[src/rtl/gesb_pkg.sv]
// constants for the general event status bank
package gesb_pkg;
  // register indices as printed, byte address is four times the index
  localparam logic [7:0] STATUS_INDEX = 8'h18;
  localparam logic [7:0] ENABLE_INDEX = 8'h1A;
  localparam logic [7:0] STATUS_ADDR = 8'(4 * STATUS_INDEX);
  localparam logic [7:0] ENABLE_ADDR = 8'(4 * ENABLE_INDEX);
  localparam logic [7:0] CONFIG_ADDR = 8'h80;
  localparam logic [7:0] IRQ_STATUS_ADDR = 8'h84;
  localparam logic [7:0] IRQ_MASK_ADDR = 8'h88;

  // event status / enable bit positions
  localparam int RING_BIT = 11;
  localparam int AC_POWER_BIT = 10;
  localparam int DOCKING_BIT = 8;
  localparam int EXT_LOW_BIT = 4;
  localparam int USB_BIT = 2;
  localparam int OVERRIDE_BIT = 1;
  localparam int THERMAL_BIT = 0;
  localparam logic [15:0] IMPLEMENTED_MASK = 16'h0DF7;
  localparam logic [15:0] STATUS_RESET = 16'h0000;
  localparam logic [15:0] ENABLE_RESET = 16'h0000;
  localparam logic [15:0] IRQ_MASK_RESET = 16'h0000;

  // configuration register fields
  localparam int POLARITY_BIT = 0;
  localparam int AUTO_THROTTLE_BIT = 1;
  localparam int SELECT_BIT = 2;
  localparam int DUTY_LOW_BIT = 3;
  localparam int DUTY_WIDTH = 3;
  localparam logic [5:0] CONFIG_RESET = 6'h00;

  // thermal alarm qualification time
  localparam int CLOCK_HZ = 100_000_000;
  localparam int ALARM_TIME_S = 2;
  localparam int ALARM_CYCLES = ALARM_TIME_S * CLOCK_HZ;
  localparam int THROTTLE_SLOT_CYCLES = 16;
  localparam int SYNC_WIDTH = 9;
  // idle pin levels: low-active ring, docking and thermal inputs rest high
  localparam logic [8:0] SYNC_RESET = 9'h105;
endpackage : gesb_pkg

[src/rtl/gesb_event_status_bank.sv]
// general event status and enable register bank with thermal throttling
`timescale 1ns/1ps
module gesb_event_status_bank #(
  parameter int ALARM_CYCLES = gesb_pkg::ALARM_CYCLES,
  parameter int SLOT_CYCLES = gesb_pkg::THROTTLE_SLOT_CYCLES
) (
  input wire logic ref_clk,
  input wire logic rst,
  input wire logic psel,
  input wire logic penable,
  input wire logic pwrite,
  input wire logic [7:0] paddr,
  input wire logic [31:0] pwdata,
  output logic [31:0] prdata,
  output logic pready,
  output logic pslverr,
  input wire logic ringIndicatorN,
  input wire logic acPowerPresent,
  input wire logic dockingInsertN,
  input wire logic extInputA,
  input wire logic extInputB,
  input wire logic extInputC,
  input wire logic extInputD,
  input wire logic usbWake,
  input wire logic thermalAlarmN,
  output logic controlInterrupt,
  output logic managementInterrupt,
  output logic cpuClockRun,
  output logic throttling,
  output logic irq
);

  logic [gesb_pkg::SYNC_WIDTH-1:0] rawIn;
  logic [gesb_pkg::SYNC_WIDTH-1:0] syncFirst;
  logic [gesb_pkg::SYNC_WIDTH-1:0] syncIn;
  logic ringSync;
  logic acPowerSync;
  logic dockingSync;
  logic [3:0] extSync;
  logic usbSync;
  logic thermalSync;
  logic [3:0] extPrev;
  logic extPrevValid;
  logic [15:0] eventStatusZero;
  logic [15:0] eventEnableZero;
  logic [15:0] irqStatus;
  logic [15:0] irqMask;
  logic [5:0] cfgReg;
  logic [15:0] setVector;
  logic [15:0] next_status;
  logic [15:0] clearVector;
  logic [15:0] flagRise;
  logic anyEnabled;
  logic alarmActive;
  logic overrideEvent;
  logic [31:0] alarmCount;
  logic alarmQualified;
  logic [31:0] slotCount;
  logic [2:0] slotIndex;
  logic [2:0] duty;
  logic autoThrottle;
  logic routeControl;
  logic accessDone;
  logic accessStart;
  logic writeDone;
  logic readDone;
  logic statusWrite;
  logic enableWrite;
  logic configWrite;
  logic maskWrite;
  logic irqStatusRead;
  logic addrMapped;
  logic [15:0] readValue;

  // configuration fields
  assign duty = cfgReg[gesb_pkg::DUTY_LOW_BIT +: gesb_pkg::DUTY_WIDTH];
  assign autoThrottle = cfgReg[gesb_pkg::AUTO_THROTTLE_BIT];
  assign routeControl = cfgReg[gesb_pkg::SELECT_BIT];

  // two-stage synchroniser on every event pin
  assign rawIn = {thermalAlarmN, usbWake, extInputD, extInputC, extInputB, extInputA,
    dockingInsertN, acPowerPresent, ringIndicatorN};

  // reset to idle pin levels so no false event follows reset
  always_ff @(posedge ref_clk) begin
    if (rst) begin
      syncFirst <= gesb_pkg::SYNC_RESET;
      syncIn <= gesb_pkg::SYNC_RESET;
    end else begin
      syncFirst <= rawIn;
      syncIn <= syncFirst;
    end
  end

  // synchronised pins by name
  assign ringSync = syncIn[0];
  assign acPowerSync = syncIn[1];
  assign dockingSync = syncIn[2];
  assign extSync = syncIn[6:3];
  assign usbSync = syncIn[7];
  assign thermalSync = syncIn[8];

  // previous level of the extended inputs for toggle detection
  always_ff @(posedge ref_clk) begin
    if (rst) begin
      extPrev <= 4'h0;
      extPrevValid <= 1'b0;
    end else begin
      extPrev <= extSync;
      extPrevValid <= 1'b1;
    end
  end

  // thermal alarm level after polarity selection
  assign alarmActive = cfgReg[gesb_pkg::POLARITY_BIT] ? thermalSync : ~thermalSync;

  // alarm duration counter
  always_ff @(posedge ref_clk) begin
    if (rst) begin
      alarmCount <= 32'h0;
    end else if (!(alarmActive && autoThrottle)) begin
      alarmCount <= 32'h0;
    end else if (alarmCount < 32'(ALARM_CYCLES)) begin
      alarmCount <= alarmCount + 32'h1;
    end
  end

  // qualified once the count has reached the limit
  always_ff @(posedge ref_clk) begin
    if (rst) begin
      alarmQualified <= 1'b0;
    end else if (!(alarmActive && autoThrottle)) begin
      alarmQualified <= 1'b0;
    end else if (alarmCount >= 32'(ALARM_CYCLES)) begin
      alarmQualified <= 1'b1;
    end
  end

  assign overrideEvent = alarmActive && autoThrottle && !alarmQualified &&
    (alarmCount >= 32'(ALARM_CYCLES));

  // hardware set sources
  always_comb begin
    setVector = 16'h0000;
    setVector[gesb_pkg::RING_BIT] = ~ringSync;
    setVector[gesb_pkg::AC_POWER_BIT] = acPowerSync;
    setVector[gesb_pkg::DOCKING_BIT] = ~dockingSync;
    setVector[gesb_pkg::EXT_LOW_BIT +: 4] = extPrevValid ? (extSync ^ extPrev) : 4'h0;
    setVector[gesb_pkg::USB_BIT] = usbSync;
    setVector[gesb_pkg::OVERRIDE_BIT] = overrideEvent;
    setVector[gesb_pkg::THERMAL_BIT] = alarmActive;
  end

  // APB: one wait state, answer registered
  assign accessStart = psel && penable && !pready;
  assign accessDone = psel && penable && pready;
  assign writeDone = accessDone && pwrite;
  assign readDone = accessDone && !pwrite;
  assign statusWrite = writeDone && paddr == gesb_pkg::STATUS_ADDR;
  assign enableWrite = writeDone && paddr == gesb_pkg::ENABLE_ADDR;
  assign configWrite = writeDone && paddr == gesb_pkg::CONFIG_ADDR;
  assign maskWrite = writeDone && paddr == gesb_pkg::IRQ_MASK_ADDR;
  assign irqStatusRead = readDone && paddr == gesb_pkg::IRQ_STATUS_ADDR;

  always_comb begin
    addrMapped = 1'b1;
    readValue = 16'h0000;
    unique case (paddr)
      gesb_pkg::STATUS_ADDR: readValue = eventStatusZero & gesb_pkg::IMPLEMENTED_MASK;
      gesb_pkg::ENABLE_ADDR: readValue = eventEnableZero;
      gesb_pkg::CONFIG_ADDR: readValue = {10'h000, cfgReg};
      gesb_pkg::IRQ_STATUS_ADDR: readValue = irqStatus;
      gesb_pkg::IRQ_MASK_ADDR: readValue = irqMask;
      default: addrMapped = 1'b0;
    endcase
  end

  // ready pulse, one cycle after the access phase opens
  always_ff @(posedge ref_clk) begin
    if (rst) begin
      pready <= 1'b0;
    end else begin
      pready <= accessStart;
    end
  end

  // read data stands only with ready
  always_ff @(posedge ref_clk) begin
    if (rst) begin
      prdata <= 32'h0;
    end else if (accessStart && !pwrite) begin
      prdata <= {16'h0000, readValue};
    end else begin
      prdata <= 32'h0;
    end
  end

  // unmapped addresses answer with an error
  always_ff @(posedge ref_clk) begin
    if (rst) begin
      pslverr <= 1'b0;
    end else begin
      pslverr <= accessStart && !addrMapped;
    end
  end

  // write-one-to-clear with set taking priority
  assign clearVector = statusWrite ? pwdata[15:0] : 16'h0000;
  assign next_status = ((eventStatusZero & ~clearVector) | setVector) &
    gesb_pkg::IMPLEMENTED_MASK;

  always_ff @(posedge ref_clk) begin
    if (rst) begin
      eventStatusZero <= gesb_pkg::STATUS_RESET;
    end else begin
      eventStatusZero <= next_status;
    end
  end

  always_ff @(posedge ref_clk) begin
    if (rst) begin
      eventEnableZero <= gesb_pkg::ENABLE_RESET;
    end else if (enableWrite) begin
      eventEnableZero <= pwdata[15:0] & gesb_pkg::IMPLEMENTED_MASK;
    end
  end

  always_ff @(posedge ref_clk) begin
    if (rst) begin
      cfgReg <= gesb_pkg::CONFIG_RESET;
    end else if (configWrite) begin
      cfgReg <= pwdata[5:0];
    end
  end

  always_ff @(posedge ref_clk) begin
    if (rst) begin
      irqMask <= gesb_pkg::IRQ_MASK_RESET;
    end else if (maskWrite) begin
      irqMask <= pwdata[15:0] & gesb_pkg::IMPLEMENTED_MASK;
    end
  end

  // sticky copy of flag rises, cleared by reading it; a rise wins
  assign flagRise = next_status & ~eventStatusZero;

  always_ff @(posedge ref_clk) begin
    if (rst) begin
      irqStatus <= 16'h0000;
    end else if (irqStatusRead) begin
      irqStatus <= flagRise;
    end else begin
      irqStatus <= irqStatus | flagRise;
    end
  end

  always_ff @(posedge ref_clk) begin
    if (rst) begin
      irq <= 1'b0;
    end else begin
      irq <= |(irqStatus & irqMask);
    end
  end

  // any set flag whose enable bit is one
  assign anyEnabled = |(eventStatusZero & eventEnableZero);

  // control route when the select bit is one
  always_ff @(posedge ref_clk) begin
    if (rst) begin
      controlInterrupt <= 1'b0;
    end else begin
      controlInterrupt <= routeControl && anyEnabled;
    end
  end

  // management route when the select bit is zero
  always_ff @(posedge ref_clk) begin
    if (rst) begin
      managementInterrupt <= 1'b0;
    end else begin
      managementInterrupt <= !routeControl && anyEnabled;
    end
  end

  // cycles within one throttle slot
  always_ff @(posedge ref_clk) begin
    if (rst) begin
      slotCount <= 32'h0;
    end else if (!alarmQualified) begin
      slotCount <= 32'h0;
    end else if (slotCount >= 32'(SLOT_CYCLES - 1)) begin
      slotCount <= 32'h0;
    end else begin
      slotCount <= slotCount + 32'h1;
    end
  end

  // throttle period: eight slots of SLOT_CYCLES each
  always_ff @(posedge ref_clk) begin
    if (rst) begin
      slotIndex <= 3'h0;
    end else if (!alarmQualified) begin
      slotIndex <= 3'h0;
    end else if (slotCount >= 32'(SLOT_CYCLES - 1)) begin
      slotIndex <= slotIndex + 3'h1;
    end
  end

  // throttle state follows the qualified alarm
  always_ff @(posedge ref_clk) begin
    if (rst) begin
      throttling <= 1'b0;
    end else begin
      throttling <= alarmQualified;
    end
  end

  // duty of zero is reserved and leaves the clock running
  always_ff @(posedge ref_clk) begin
    if (rst) begin
      cpuClockRun <= 1'b1;
    end else begin
      cpuClockRun <= !alarmQualified || duty == 3'h0 || slotIndex < duty;
    end
  end

endmodule : gesb_event_status_bank

[config.mk]
export PLATFORM = sky130hd
export DESIGN_NAME = gesb_event_status_bank
export DESIGN_NICKNAME = d
export VERILOG_FILES = /design/src/rtl/gesb_pkg.sv /design/src/rtl/gesb_event_status_bank.sv
export SDC_FILE = /design/constraint.sdc
export NUM_CORES = 1
export LEC_CHECK = 0
export BUFFER_PORTS_ARGS = -buffer_cell sky130_fd_sc_hd__buf_2
export CORE_MARGIN = 2
export CORE_UTILIZATION = 35
export CTS_CLUSTER_SIZE = 8
export DETAILED_ROUTE_END_ITERATION = 8
export REMOVE_ABC_BUFFERS = 1
export SYNTH_ARGS = -nofsm -noshare
export SYNTH_HDL_FRONTEND = slang
export SYNTH_SLANG_ARGS = --single-unit
[constraint.sdc]
create_clock -name ref_clk -period 5.2 [get_ports ref_clk]
set_clock_uncertainty 0.1 [all_clocks]
set_input_delay 0.52 -clock ref_clk [delete_from_list [all_inputs] [get_ports ref_clk]]
set_output_delay 0.52 -clock ref_clk [all_outputs]
set_load 0.01 [all_outputs]
==> impl_results.md <==
- Result of the run: complete, no violations
- Type of origin of the critical path: flop
- Effective utilization at floorplan: a little over a third
- Drt total wl: ~13000 um
- IO Pins: just over 90
- Shortest period the worst path allows: between 2 and 2.5 ns
- Unrepaired setup endpoints after global routing: false
- Post-detailed-route via-to-cell ratio: approximately 4.9
- Static Leakage: between 2 and 3 nW
- Endpoints failing setup: 0
- Number of hold violations in the final report: 0
- Global Route Usage Sum: 14.9%
- Path category of the worst min-delay check: input port to flop
- Synth Area per Inst: slightly above 9 um^2
- Number of different library cells in the post-synthesis netlist: 48
- Die W: approximately 140 um
- Total power: 2.52 mW
- Mapped Cells: 656
- Number of buffers inserted by hold repair at cts: 0
- Worst-case setup margin in the final layout: roughly 2.7 ns
- Global routing met2 resource utilization: 21.8%
- Worst IR Drop VDD: 0.228 mV
- Met1 Use GR: ~20%
- Max cap viols: 0
- Global placement routability congestion: about 0.80
- Commonest non-fill, non-tap cell in the layout: dfxtp_1
- Sum Neg Setup Slack: 0 ns
- Hold WS: 0.181 ns
- Count of nets after finishing: approximately 800
- Actual slew at the worst max-slew pin: 1.06 ns
- Detailed-route via count: 4765
- Category of the most critical setup path: flop to flop
- Yosys Warn Count: 0
- Synth Register Bits: between 150 and 200
- Highest Clock Rate: between 400 and 500 MHz
- GRT overflow: 0
- Skew-Pair Late Insertion Delay: 0.42 ns
- Share of post-route cells with drive strength above 1: about 14%
- Worst-path clk slew: around 0.06 ns
- Chip height: about 140 um
- DRC violations left: 0
- Pin count of the biggest net entering global routing: 50
- Wire per inst: between 10 and 15 um
- Data arrival at the endpoint of the critical path: 2.69 ns
- Top flip-flop cell by instance count after synthesis: dfxtp_1
- Number of antenna violations at the first check in global routing: 2
- Area inside the core boundary: 16700 um^2
- Detailed Route Iter0 Violations: 349
- TritonCTS buffer count: 17
- Fin util: 42.4%
- 1st-pass router iterations: 5
- Sequential share of the synthesized area: 51.8%
- Floorplan die area: around 18000 um^2
- CTS tree: yes
- Endpoint kind of the worst setup timing path: flop
- Clock sinks: about 160
- ANT nets after route: 0
- Normalized max-slew margin: 29.2%
- Busiest layer in global routing: met2
- Worst slack, placed: approximately 2.6 ns
- Post-cts sizing count: 0
- Post-synthesis cell area: 6030 um^2
- Area of the multi-input gates: around 2800 um^2
- Root cell of the clock tree: clkbuf_16
- Register area: approximately 3100 um^2
- CP Data Required Time: between 5 and 6 ns
- Post-synthesis async set-or-reset flop share: 0%
- Number of slew-limit violations in the final report: 0
- Area delta synth->final: 17.6%
- Wire length of the first global-routing pass: around 22000 um
- Count of flip-flops with a built-in enable after synthesis: 0
- Highest net fanout along the worst path: 19
- Met3 track demand over resource: 5.16%
- Buffers from clock root to sink, at most: 2
- Final HPWL DP: ~9000 um
- Period Utilization, post-route: 47.6%
- Count of H-tree levels built during CTS: 4
- Port buffer count: 55
- Post-CTS Repair Setup Buffers: 0
- Total power divided by cell area: about 360 nW/um^2
- Via count of the first global-routing pass: approximately 4400
- Number of filler cells placed in the layout: 1684
- Row count: 47
- Commonest cells after routing, fill and taps aside: dfxtp_1 (156), nand2_1 (77), a21oi_1 (69), buf_2 (55), nor2_1 (49)
[area by class of cell]
type                            instances  area share, %
Sequential cell                       156           44.1
Multi-Input combinational cell        485           38.9
Clock buffer                           22           6.69
Timing Repair Buffer                   59           4.31
Tap cell                              220           3.88
Clock inverter                         10           1.62
Inverter                               10          0.529
Antenna cell                            1         0.0353
[state kept, by name, summed over array words and instances, names as in the netlist, 3 cells and up]
| name | cells |
|---|---|
| syncIn | 9 |
| irqStatus | 10 |
| extPrev | 4 |
| cfgReg | 6 |
| prdata | 12 |
| syncFirst | 9 |
| slotIndex | 3 |
| irqMask | 10 |
| slotCount | 32 |
| alarmCount | 32 |
| eventStatusZero | 10 |
| eventEnableZero | 10 |
[cell families after synthesis]
logic type / Yosys count / share of synthesized area, %
AO/OA/AOI/OAI: 136 / 14.2
multiplexers: 12 / 1.99
AND/OR/NAND/NOR: 276 / 24.0
flip-flops: 156 / 51.8
adder cells (fa/ha/maj): 6 / 1.25
buffers and inverters: 59 / 5.17
other: 1 / 0.0622
XOR/XNOR: 10 / 1.45
[cells in the mapped netlist (all sizes together), types with 3 or more instances]
| cell type | instances | area, um^2 |
|---|---|---|
| and4 | 3 | 26.3 |
| a222oi | 5 | 50.1 |
| a21oi | 69 | 345 |
| xor2 | 7 | 61.3 |
| mux2i | 12 | 120 |
| or2 | 7 | 43.8 |
| buf | 28 | 195 |
| nor3 | 10 | 60.1 |
| a221oi | 4 | 35.0 |
| nand4 | 11 | 68.8 |
| inv | 10 | 37.5 |
| or3 | 17 | 108 |
| or4 | 11 | 86.3 |
| nor2b | 22 | 138 |
| o21ai | 19 | 95.1 |
| ha | 6 | 75.1 |
| o22ai | 4 | 25.0 |
| and2 | 11 | 68.8 |
| clkbuf | 21 | 78.8 |
| a31oi | 3 | 18.8 |
| dfxtp | 156 | 3120 |
| a22o | 10 | 87.6 |
| nor2 | 49 | 184 |
| nand2b | 3 | 18.8 |
| o31ai | 10 | 75.1 |
| nand3 | 29 | 145 |
| nor4 | 11 | 98.8 |
| nand2 | 77 | 289 |
| xnor2 | 3 | 26.3 |
| and3 | 11 | 68.8 |
| a22oi | 7 | 52.6 |
[where the power goes]
part / total (mW) / internal (mW) / switching [mW]
Clock: 1.22 / 0.742 / 0.473
Sequential: 1.24 / 1.22 / 0.0140
Combinational: 0.0704 / 0.0263 / 0.0441
Total: 2.52 / 1.99 / 0.531
[per-layer routing]
| layer | wire [um] | part of all wire [%] |
|---|---|---|
| met1 | 6420 | 50 |
| met2 | 5400 | 42 |
| met3 | 886 | 6.9 |
| met4 | 192 | 1.5 |
| met5 | 13 | 0.10 |
[final timing paths]
path | depth (start not counted) | slack, ns | to | from
min reg2reg | 1 | 0.31 | syncIn[2]$_SDFF_PP1_ | syncFirst[2]$_SDFF_PP1_
max | 5 | 2.72 | irqStatus[1]$_SDFF_PP0_ | alarmCount[18]$_SDFFE_PP0N_
max reg2reg | 5 | 2.72 | irqStatus[1]$_SDFF_PP0_ | alarmCount[18]$_SDFFE_PP0N_
min | 2 | 0.18 | syncFirst[0]$_SDFF_PP1_ | ringIndicatorN
[stage by stage]
stage                     area, um^2  cells
after detailed placement        6500    930
final                           7090    963
after floorplan                 5920    651
after CTS                       7090    962
after global routing            7090    963
after global placement          6500    930
[worst max-delay path: stages, from the launching register on]
cell and delay (ns):
dfxtp_1 0.37, nor3_1 0.44, o211ai_4 0.16, nor3_2 0.87, nor2_1 0.17, o41ai_1 0.27
Power figures use the tool's default switching activity.
